File: src/design/ecpr_defs.svh
// constants for the encoder position reporter
// assumes one 125 MHz clock and an APB register slave
`ifndef ECPR_DEFS_SVH
`define ECPR_DEFS_SVH

// ------------------------------------------------------------------
// register offsets (byte addresses)
// ------------------------------------------------------------------
`define ECPR_OFF_CTRL      12'h000
`define ECPR_OFF_RES       12'h004
`define ECPR_OFF_PRESET    12'h008
`define ECPR_OFF_CYCLE     12'h00C
`define ECPR_OFF_SYNCCNT   12'h010
`define ECPR_OFF_LIMMIN    12'h014
`define ECPR_OFF_LIMMAX    12'h018
`define ECPR_OFF_STATUS    12'h01C
`define ECPR_OFF_PVAL      12'h020
`define ECPR_OFF_CAMLO     12'h040
`define ECPR_OFF_CAMHI     12'h060

// ------------------------------------------------------------------
// fields and reset values
// ------------------------------------------------------------------
`define ECPR_CTRL_MODE_LO  0
`define ECPR_CTRL_DIR      2
`define ECPR_CTRL_NMT_LO   3
`define ECPR_RES_RST       32'h0001_0000
`define ECPR_LIM_BIT       31
`define ECPR_POS_W         31

// ------------------------------------------------------------------
// timing
// ------------------------------------------------------------------
`define ECPR_CLK_MHZ       125
`define ECPR_MS_NS         1000000
`define ECPR_MS_CYC        (`ECPR_MS_NS * `ECPR_CLK_MHZ / 1000)
`define ECPR_BLINK_MS      200
`define ECPR_FLICK_MS      50
`define ECPR_FLASH_MS      200
`define ECPR_PAUSE_MS      1000

`endif

File: src/design/ecpr_pkg.sv
// types for the encoder position reporter
// field widths are written out here, not taken from ecpr_defs.svh
package ecpr_pkg;

    typedef enum logic [1:0] {ECPR_POLLED, ECPR_CYCLIC, ECPR_SYNC}
        ecpr_mode_t;

    typedef enum logic [1:0] {ECPR_PREOP, ECPR_STOPPED, ECPR_OPER}
        ecpr_nmt_t;

    typedef enum logic [2:0] {ECPR_OFF, ECPR_ON, ECPR_BLINK, ECPR_FLICK,
        ECPR_FLASH1, ECPR_FLASH2} ecpr_led_t;

    typedef struct packed {
        logic        rtr;
        logic        sync;
        logic        warn;
        logic        bus_off;
        logic        guard_evt;
        logic        baud_det;
    } ecpr_can_t;

    typedef struct packed {
        logic        valid;
        logic [31:0] value;
    } ecpr_tx_t;

    typedef struct packed {
        logic [31:0] rdata;
        logic        pready;
        logic        pslverr;
        logic [1:0]  mode;
        logic        dir;
        logic [1:0]  nmt;
        logic [30:0] res;
        logic [30:0] offset;
        logic [31:0] cycle;
        logic [15:0] sync_cfg;
        logic [15:0] sync_cnt;
        logic [30:0] lim_min;
        logic [30:0] lim_max;
        logic [30:0] pos;
        logic        pos_ok;
        logic [31:0] ms_cnt;
        logic [31:0] cyc_cnt;
        logic        tx_valid;
        logic [31:0] tx_value;
        logic [7:0]  cam;
        logic        guard_seen;
        logic        led_g;
        logic        led_r;
        logic [31:0] tick;
        logic [3:0]  phase;
        logic [1:0]  can_s1;
        logic [1:0]  can_s2;
    } ecpr_state_t;

endpackage : ecpr_pkg

File: src/design/ecpr_top.sv
// position scaling, cam and limit logic, CAN transmit trigger, LEDs
// assumes CAN controller events on pclk, raw angle from sensor logic
// Function
// - green: blink preop, flash stopped, on operational
// - red dark when no error
// - red flickers during auto baud detect
// - red single flash at error warning
// - red double flash after guard event
// - red steady on at bus off
// - answer remote request with fresh value
// - cyclic mode sends value periodically
// - cycle period 1 to 65536 ms
// - sync mode sends after sync frame
// - sync replies ordered by identifier arbitration
// - no delay after sync frame
// - sync counter gates transmission
// - direction bit reverses counting
// - resolution sets steps per revolution
// - preset makes current position equal value
// - two limit positions form window
// - outside window sets limit bit
// - eight programmable cams
//
// Local design decisions: register access over APB and the register offsets.
`timescale 1ns/1ps
`include "ecpr_defs.svh"

module ecpr_top
    import ecpr_pkg::*;
(
    // clock and reset
    input  wire logic        pclk,
    input  wire logic        presetn,
    // apb slave
    input  wire logic        psel,
    input  wire logic        penable,
    input  wire logic        pwrite,
    input  wire logic [11:0] paddr,
    input  wire logic [31:0] pwdata,
    output logic      [31:0] prdata,
    output logic             pready,
    output logic             pslverr,
    // sensor: 16 bit angle and 15 bit turn count
    input  wire logic [15:0] angle,
    input  wire logic [14:0] turns,
    // can controller events
    input  ecpr_can_t        can_evt,
    // process value to can controller
    output ecpr_tx_t         tx,
    // cam outputs and leds
    output logic      [7:0]  cam_out,
    output logic             led_run,
    output logic             led_err
);

    localparam int unsigned MS_CYC = `ECPR_MS_CYC;

    ecpr_state_t q, d;
    logic [31:0] cam_lo_q [8];
    logic [31:0] cam_hi_q [8];
    logic [30:0] raw_pos;
    logic [30:0] dir_pos;
    logic [61:0] scaled;
    logic [30:0] scaled_pos;
    logic        wr;
    logic        rd;
    logic [7:0]  cam_hit;

    assign wr = psel && penable && pwrite && !q.pready;
    assign rd = psel && penable && !pwrite && !q.pready;

    // ------------------------------------------------------------------
    // position path
    // ------------------------------------------------------------------
    assign raw_pos = {turns, angle};
    assign dir_pos = q.dir ? ~raw_pos : raw_pos;
    // rescale full 16 bit turn to res steps per turn
    assign scaled  = {31'h0000_0000, dir_pos} * {31'h0000_0000, q.res};
    assign scaled_pos = scaled[46:16];

    // ------------------------------------------------------------------
    // cams
    // ------------------------------------------------------------------
    genvar gi;
    generate
        for (gi = 0; gi < 8; gi++)
        begin : g_cam
            assign cam_hit[gi] = (q.pos >= cam_lo_q[gi][30:0]) &&
                                 (q.pos <= cam_hi_q[gi][30:0]);
            always_ff @(posedge pclk or negedge presetn)
            begin
                if (!presetn)
                begin
                    cam_lo_q[gi] <= 32'h0000_0000;
                    cam_hi_q[gi] <= 32'h0000_0000;
                end
                else if (wr && paddr == `ECPR_OFF_CAMLO + 12'(gi * 4))
                    cam_lo_q[gi] <= pwdata;
                else if (wr && paddr == `ECPR_OFF_CAMHI + 12'(gi * 4))
                    cam_hi_q[gi] <= pwdata;
            end
        end
    endgenerate

    // ------------------------------------------------------------------
    // next state
    // ------------------------------------------------------------------
    always_comb
    begin
        logic        send;
        logic [30:0] off_pos;
        logic        led_tick;
        logic [31:0] tick_len;
        send     = 1'b0;
        off_pos  = 31'(scaled_pos + q.offset);
        led_tick = 1'b0;
        tick_len = 32'(`ECPR_BLINK_MS * MS_CYC);
        d        = q;
        d.pready  = 1'b0;
        d.pslverr = 1'b0;
        d.can_s1 = {can_evt.rtr, can_evt.sync};
        d.can_s2 = q.can_s1;
        d.pos    = off_pos;
        d.pos_ok = (off_pos >= q.lim_min) && (off_pos <= q.lim_max);
        d.cam    = cam_hit;
        d.tx_valid = 1'b0;

        // ------------------------------------------------------------------
        // apb access, one wait state
        // ------------------------------------------------------------------
        if (wr || rd)
        begin
            d.pready = 1'b1;
            d.rdata  = 32'h0000_0000;
            unique case (paddr)
                `ECPR_OFF_CTRL:
                begin
                    d.rdata = {27'h0, q.nmt, q.dir, q.mode};
                    if (pwrite)
                    begin
                        d.mode = pwdata[`ECPR_CTRL_MODE_LO +: 2];
                        d.dir  = pwdata[`ECPR_CTRL_DIR];
                        d.nmt  = pwdata[`ECPR_CTRL_NMT_LO +: 2];
                    end
                end
                `ECPR_OFF_RES:
                begin
                    d.rdata = {1'b0, q.res};
                    if (pwrite)
                        d.res = pwdata[30:0];
                end
                `ECPR_OFF_PRESET:
                begin
                    d.rdata = {1'b0, q.pos};
                    if (pwrite)
                        d.offset = 31'(pwdata[30:0] - scaled_pos);
                end
                `ECPR_OFF_CYCLE:
                begin
                    d.rdata = q.cycle;
                    if (pwrite)
                        d.cycle = pwdata;
                end
                `ECPR_OFF_SYNCCNT:
                begin
                    d.rdata = {16'h0, q.sync_cfg};
                    if (pwrite)
                        d.sync_cfg = pwdata[15:0];
                end
                `ECPR_OFF_LIMMIN:
                begin
                    d.rdata = {1'b0, q.lim_min};
                    if (pwrite)
                        d.lim_min = pwdata[30:0];
                end
                `ECPR_OFF_LIMMAX:
                begin
                    d.rdata = {1'b0, q.lim_max};
                    if (pwrite)
                        d.lim_max = pwdata[30:0];
                end
                `ECPR_OFF_STATUS:
                    d.rdata = {23'h0, q.guard_seen, q.cam};
                `ECPR_OFF_PVAL:
                    d.rdata = {!q.pos_ok, q.pos};
                default:
                begin
                    if (paddr >= `ECPR_OFF_CAMLO &&
                        paddr < `ECPR_OFF_CAMHI + 12'h020)
                        d.rdata = paddr < `ECPR_OFF_CAMHI ?
                            cam_lo_q[paddr[4:2]] : cam_hi_q[paddr[4:2]];
                    else
                        d.pslverr = 1'b1;
                end
            endcase
            // status write one clears, new event wins
            if (pwrite && paddr == `ECPR_OFF_STATUS && pwdata[8])
                d.guard_seen = 1'b0;
        end
        if (can_evt.guard_evt)
            d.guard_seen = 1'b1;

        // ------------------------------------------------------------------
        // transmit triggers, only when operational
        // ------------------------------------------------------------------
        d.ms_cnt = q.ms_cnt + 32'h1;
        if (q.ms_cnt >= 32'(MS_CYC - 1))
        begin
            d.ms_cnt  = 32'h0;
            d.cyc_cnt = q.cyc_cnt + 32'h1;
        end
        if (q.nmt == ECPR_OPER)
        begin
            unique case (q.mode)
                ECPR_POLLED:
                    send = q.can_s2[1];
                ECPR_CYCLIC:
                    if (q.ms_cnt >= 32'(MS_CYC - 1) &&
                        q.cyc_cnt + 32'h1 >= q.cycle)
                    begin
                        send      = 1'b1;
                        d.cyc_cnt = 32'h0;
                    end
                ECPR_SYNC:
                    if (q.can_s2[0])
                    begin
                        d.sync_cnt = q.sync_cnt + 16'h1;
                        if (q.sync_cnt + 16'h1 >= q.sync_cfg)
                        begin
                            send       = 1'b1;
                            d.sync_cnt = 16'h0;
                        end
                    end
                default:
                    send = 1'b0;
            endcase
        end
        if (send)
        begin
            // arbitration order is left to the can controller
            d.tx_valid = 1'b1;
            d.tx_value = {!q.pos_ok, q.pos};
        end

        // ------------------------------------------------------------------
        // led pattern timing
        // ------------------------------------------------------------------
        if (can_evt.baud_det)
            tick_len = 32'(`ECPR_FLICK_MS * MS_CYC);
        d.tick = q.tick + 32'h1;
        if (q.tick >= tick_len - 32'h1)
        begin
            d.tick   = 32'h0;
            led_tick = 1'b1;
            d.phase  = q.phase + 4'h1;
        end
        // steady states follow at once, patterns step on ticks
        unique case (q.nmt)
            ECPR_OPER:
                d.led_g = 1'b1;
            ECPR_PREOP:
                if (led_tick)
                    d.led_g = ~q.led_g;
            ECPR_STOPPED:
                if (led_tick)
                    d.led_g = (q.phase == 4'h0);
            default:
                d.led_g = 1'b0;
        endcase
        if (can_evt.bus_off)
            d.led_r = 1'b1;
        else if (can_evt.baud_det)
        begin
            if (led_tick)
                d.led_r = ~q.led_r;
        end
        else if (q.guard_seen)
        begin
            if (led_tick)
                d.led_r = (q.phase == 4'h0) || (q.phase == 4'h2);
        end
        else if (can_evt.warn)
        begin
            if (led_tick)
                d.led_r = (q.phase == 4'h0);
        end
        else
            d.led_r = 1'b0;
    end

    always_ff @(posedge pclk or negedge presetn)
    begin
        if (!presetn)
        begin
            q          <= '0;
            q.res      <= 31'(`ECPR_RES_RST);
            q.cycle    <= 32'h0000_0001;
            q.sync_cfg <= 16'h0001;
            q.lim_max  <= 31'h7FFF_FFFF;
        end
        else
            q <= d;
    end

    assign prdata   = q.rdata;
    assign pready   = q.pready;
    assign pslverr  = q.pslverr;
    assign tx.valid = q.tx_valid;
    assign tx.value = q.tx_value;
    assign cam_out  = q.cam;
    assign led_run  = q.led_g;
    assign led_err  = q.led_r;
endmodule : ecpr_top

File: config.mk
export PLATFORM = sky130hd
export DESIGN_NAME = ecpr_top
export DESIGN_NICKNAME = d
export VERILOG_FILES = /design/src/design/ecpr_pkg.sv /design/src/design/ecpr_top.sv
export VERILOG_INCLUDE_DIRS = /design/src /design/src/design
export SDC_FILE = /design/constraint.sdc
export NUM_CORES = 2
export LEC_CHECK = 0
export BUFFER_PORTS_ARGS = -buffer_cell sky130_fd_sc_hd__buf_2
export CAP_MARGIN = 20
export CELL_PAD_IN_SITES_DETAIL_PLACEMENT = 1
export CELL_PAD_IN_SITES_GLOBAL_PLACEMENT = 2
export CORE_MARGIN = 4
export CORE_UTILIZATION = 39
export DETAILED_ROUTE_END_ITERATION = 12
export PLACE_DENSITY_LB_ADDON = 0.12
export SETUP_SLACK_MARGIN = 0.02
export SLEW_MARGIN = 30
export SYNTH_ARGS = -nofsm -noshare
export SYNTH_HDL_FRONTEND = slang
export SYNTH_SLANG_ARGS = --single-unit
File: constraint.sdc
create_clock -name pclk -period 12.1 [get_ports pclk]
set_input_delay 2.42 -clock pclk [delete_from_list [all_inputs] [get_ports pclk]]
set_output_delay 2.42 -clock pclk [all_outputs]
set_load 0.1 [all_outputs]
-- Word level (Yosys, flattened, before mapping)
Index checks and enable logic that the tools add are counted.
- output and inout port bits: 77
- input port bits: 86
- flip-flop bits (word level): 919
- multipliers: 1
- reductions and logical operators: 65
- mux-type cells: 49
- equality and inequality tests: 34
- $add $sub $neg: 8
- bitwise operators: 12
- magnitude comparators: 26
- operators with widths (cell ; count):
    2-to-1 mux 32 bit ; 11
    one-hot mux 32 bit (9 select lines) ; 1
    greater-or-equal comparator 31 bit ; 9
    <= comparator 31 bit ; 9
    binary-select mux 32 bit (select 3 bit) ; 2
    equality test 12 x 7 -> 1 bit, second input constant ; 16
    2-to-1 mux 31 bit ; 5
    2-to-1 mux 117 bit ; 1
    adder 32 x 1 -> 32 bit, second input constant ; 3
    greater-or-equal comparator 32 bit ; 2
    2-to-1 mux 64 bit ; 1
    equality test 12 x 5 -> 1 bit, second input constant ; 4
    2-to-1 mux 16 bit ; 3
    multiplier 31 x 31 -> 47 bit ; 1
    2-to-1 mux 36 bit ; 1
    logical AND 1 bit ; 34
    2-to-1 mux 33 bit ; 1
    greater-or-equal comparator 32 x 17 -> 1 bit, second input constant ; 1
    subtractor 32 x 1 -> 32 bit, second input constant ; 1
    adder 31 bit ; 1
    NOT 31 bit ; 1
    subtractor 31 bit ; 1
    AND reduction 3 bit ; 9
    2-to-1 mux 25 bit ; 1
    other kinds (29) ; 76

-- Logic depth before layout (Yosys ltp)
- word-level depth: 9
- mapped depth: 53

-- Worst setup path before layout
Ideal clock, no wire load.
- path type: in2reg
- start: input port turns[2]
- end: register q[148] (netlist name)
- required time: 12035 ps
- setup time: 65 ps
- arrival time: 12716 ps
- buffers on the path: 3
- setup slack: -681 ps
- stages: 46
- cell sequence: xor2_1 > clkbuf_1 > clkbuf_1 > nand2_1 > fa_1 > fa_1 > fa_1 > fa_1 > inv_1 > fa_1 > fa_1 > fa_1 > inv_1 > fa_1 > inv_1 > ha_1 > clkbuf_1 > nand2_1 > [... 10 more ...] > and3_1 > a221o_1 > a21oi_1 > o21ai_0 > o41ai_1 > inv_1 > a221o_1 > a21oi_1 > xnor2_1 > ha_1 > o21ai_0 > nand2b_1 > a21oi_1 > nor2b_1 > o21ai_0 > nand2b_1 > a221oi_1 > o221a_2
- RTL lines (element ; RTL line ; RTL):
    start, declared ; ecpr_top.sv:45 ; input wire logic [14:0] turns,
    end, declared ; ecpr_top.sv:58 ; ecpr_state_t q, d;

==> run_results.csv <==
group,metric,value,unit
clock_network,root_buffer,"clkbuf_16",
grt,antenna_found_initial,11,
logic_synthesis,synth_edf_count,0,
worst_setup_path,crit_fanout,6,
cells_and_area,layout.nets,10600,
grt,grt_use_total,26.4,%
clock_network,clockBufferDepth,3,
placement,io_buffer_count,162,
logic_synthesis,avgSynthCellArea,9.84,um2
grt,grt_pass1_wl,449000,um
floorplan,fp.dieW,474,um
routing,via_count,63700,
sta,fmax,81.4,MHz
routing,routed_wl,295000,um
logic_synthesis,ys_ff_latch,919,
logic_synthesis,seq_area_frac_synth,27.2,%
worst_setup_path,start_kind,"input port",
sta,relSlewSlack,25.9,%
sta,hold_violations,0,
sta,setup_viol,1,
logic_synthesis,synth.area.top_cells,"dfrtp_1 (26%), fa_1 (17%), ha_1 (13%)",
worst_setup_path,critical_path.slowest_cell,"fa_1",
floorplan,ios,163,
sta,tns,-0.178,ns
power,irDropWorstVdd,111,uV
clock_network,clock-sinks,919,
logic_synthesis,synth.cell_area,84600,um2
routing,ant_nets,0,
clock_network,htreeDepth,3,
sta,fin_crit_sh,101,%
logic_synthesis,synth_largest_area_cell,"dfrtp_1",
worst_setup_path,crit_family,"adder cells",
clock_network,clk_pin_slew,0.06,ns
floorplan,die_h,474,um
floorplan,core-area,215000,um2
sta,min_period,12.28,ns
floorplan,dieArea,224000,um2
worst_setup_path,crit_required,12.80,ns
cells_and_area,final_common_cell,"inv_1",
routing,wl_per_cell,24.9,um
logic_synthesis,ys.flop_type,"dfrtp_1",
run_status,status,"finished, violations left",
logic_synthesis,synth_top_area_share,26.2,%
clock_network,cts_buffers,107,
logic_synthesis,yosysWarnings,0,
floorplan,row_count,170,
cells_and_area,drive_gt1_share,18.9,%
worst_setup_path,arrival,12.98,ns
worst_setup_path,path_buf_inv,9,
worst_setup_path,crit_type,"in2reg",
clock_network,cts_tree,"built",
run_status,violations,"setup timing",
power,power_density,80.2,nW/um2
power,leakage,48.2,nW
grt,grt_overflow_total,0,
grt,grt_max_degree,166,
placement,place_congestion,0.872,
routing,drt_pass1_iterations,5,
routing,vias_per_cell,5.38,
flow_run,max_cap_viol_count,0,
placement,dp_hpwl,228000,um
routing,drt_iter0_drc,3799,
sta,slew_violations,0,
sta,worstMarginPinSlew,1.10,ns
grt,grt_pass1_vias,69400,
clock_network,clock_latency,0.76,ns
logic_synthesis,async_reset_ff_share,100,%
sta,setup_ws,-0.178,ns
routing,drc_errors,0,
floorplan,start_util,39.3,%
sta,fin_skew,0.0351,ns
min_path,hold_class,"reg2reg",
worst_setup_path,cp_slowest_stage_delay,0.54,ns
cells_and_area,layout_common_cells,"inv_1 (1415), nand2_1 (931), dfrtp_1 (884)",
logic_synthesis,ys_types,85,
sta,rsz0062_at_grt,"yes",
worst_setup_path,cp_common_cell,"fa_1",
logic_synthesis,syn_inst,8599,
power,fin_total_pwr,0.00770,W
worst_setup_path,setup.worst_path.end_class,"register",
cells_and_area,area_growth,13.5,%
## state kept, by name, indices dropped and copies added, names as in the netlist
name	flops
led_err	1
q	328
d	2
cam_out	8
led_run	1
cam_hi_q	256
prdata	32
pslverr	1
cam_lo_q	256
tx	33
pready	1
## power by group
part	internal (W)	switching, W	total, W
combinational	0.000276	0.000709	0.000985
sequential	0.00312	0.0000821	0.00320
clock	0.00203	0.00148	0.00351
## synth_stat cells (33+ instances only)
| cell type | number |
|---|---|
| mux2i_1 | 33 |
| nand2b_1 | 70 |
| xnor2_1 | 144 |
| clkbuf_1 | 363 |
| o21a_1 | 63 |
| mux4_2 | 160 |
| nand3_1 | 93 |
| a21o_1 | 167 |
| a21oi_1 | 266 |
| nand2_1 | 945 |
| nor2_1 | 259 |
| o21ai_0 | 443 |
| buf_4 | 75 |
| a31oi_1 | 44 |
| dfrtp_1 | 885 |
| inv_1 | 1422 |
| xor2_1 | 115 |
| a211oi_1 | 38 |
| dfstp_2 | 34 |
| fa_1 | 736 |
| nor2b_1 | 99 |
| nand4_1 | 129 |
| mux2_2 | 425 |
| nor3_1 | 39 |
| and2_1 | 349 |
| buf_1 | 41 |
| ha_1 | 851 |
## layer usage
metal  GRT usage (%)  share of wire [%]  vias to the layer above
met5               0             0.0031                        -
li1                -                  -                    28600
met2            43.2                 47                     1118
met1            37.6                 47                    33700
met4            6.39                2.7                        2
met3            2.99                3.9                      304
## layout make-up
cell class	instances	area, um2
Multi-Input combinational cell	5786	55200
Fill cell	24000	119000
Inverter	1423	5340
Clock buffer	154	3070
Tap cell	2838	3550
Clock inverter	50	652
Timing Repair Buffer	681	5110
Antenna cell	3	7.51
Sequential cell	919	23000
## stage by stage
| step | instance area, um2 | instances | util, % | setup slack, ns | hold WS, ns |
|---|---|---|---|---|---|
| final | 96000 | 11900 | 44.6 | -0.178 | 0.356 |
| after global routing | 96000 | 11900 | 44.6 | -0.522 | 0.372 |
| after CTS | 95300 | 11800 | 44.3 | -0.0799 | 0.363 |
| after detailed placement | 91200 | 11600 | 42.4 | -1.44 | 0.343 |
| after global placement | 91100 | 11600 | 42.3 | -1.27 | 0.338 |
| after floorplan | 84900 | 8619 | - | 0.0208 | 0.331 |
## timing repair
item / in CTS / in global routing
buffers inserted: 11 / 23
hold endpoints to repair: 0 / 0
pin swaps: 38 / 72
endpoints found under the setup margin: 1 / 1
resized for setup: 62 / 83
hold buffers: 0 / 0
cloned: 0 / 1
## final timing paths
path | from | to | slack [ns] | cells past startpoint
max reg2reg | q[370] | q[148] | 0.46 | 47
min in group asynchronous | presetn | tx[7] | 1.62 | 1
max in group asynchronous | presetn | q[208] | 8.22 | 4
max | angle[8] | q[148] | -0.18 | 47
min reg2reg | d[1] | q[1] | 0.36 | 0
min | d[1] | q[1] | 0.36 | 0
## logic make-up after synthesis
family | count (synthesis) | share of synthesized area [%]
compound gates | 1175 | 8.50
xor+xnor | 262 | 2.75
fa+ha+maj | 1587 | 30.0
buf+inv | 1914 | 8.87
flops | 919 | 27.2
mux | 646 | 10.8
other cells | 1 | 0.00443
simple gates | 2095 | 11.8
No activity file was read; power rests on OpenSTA's default activity.
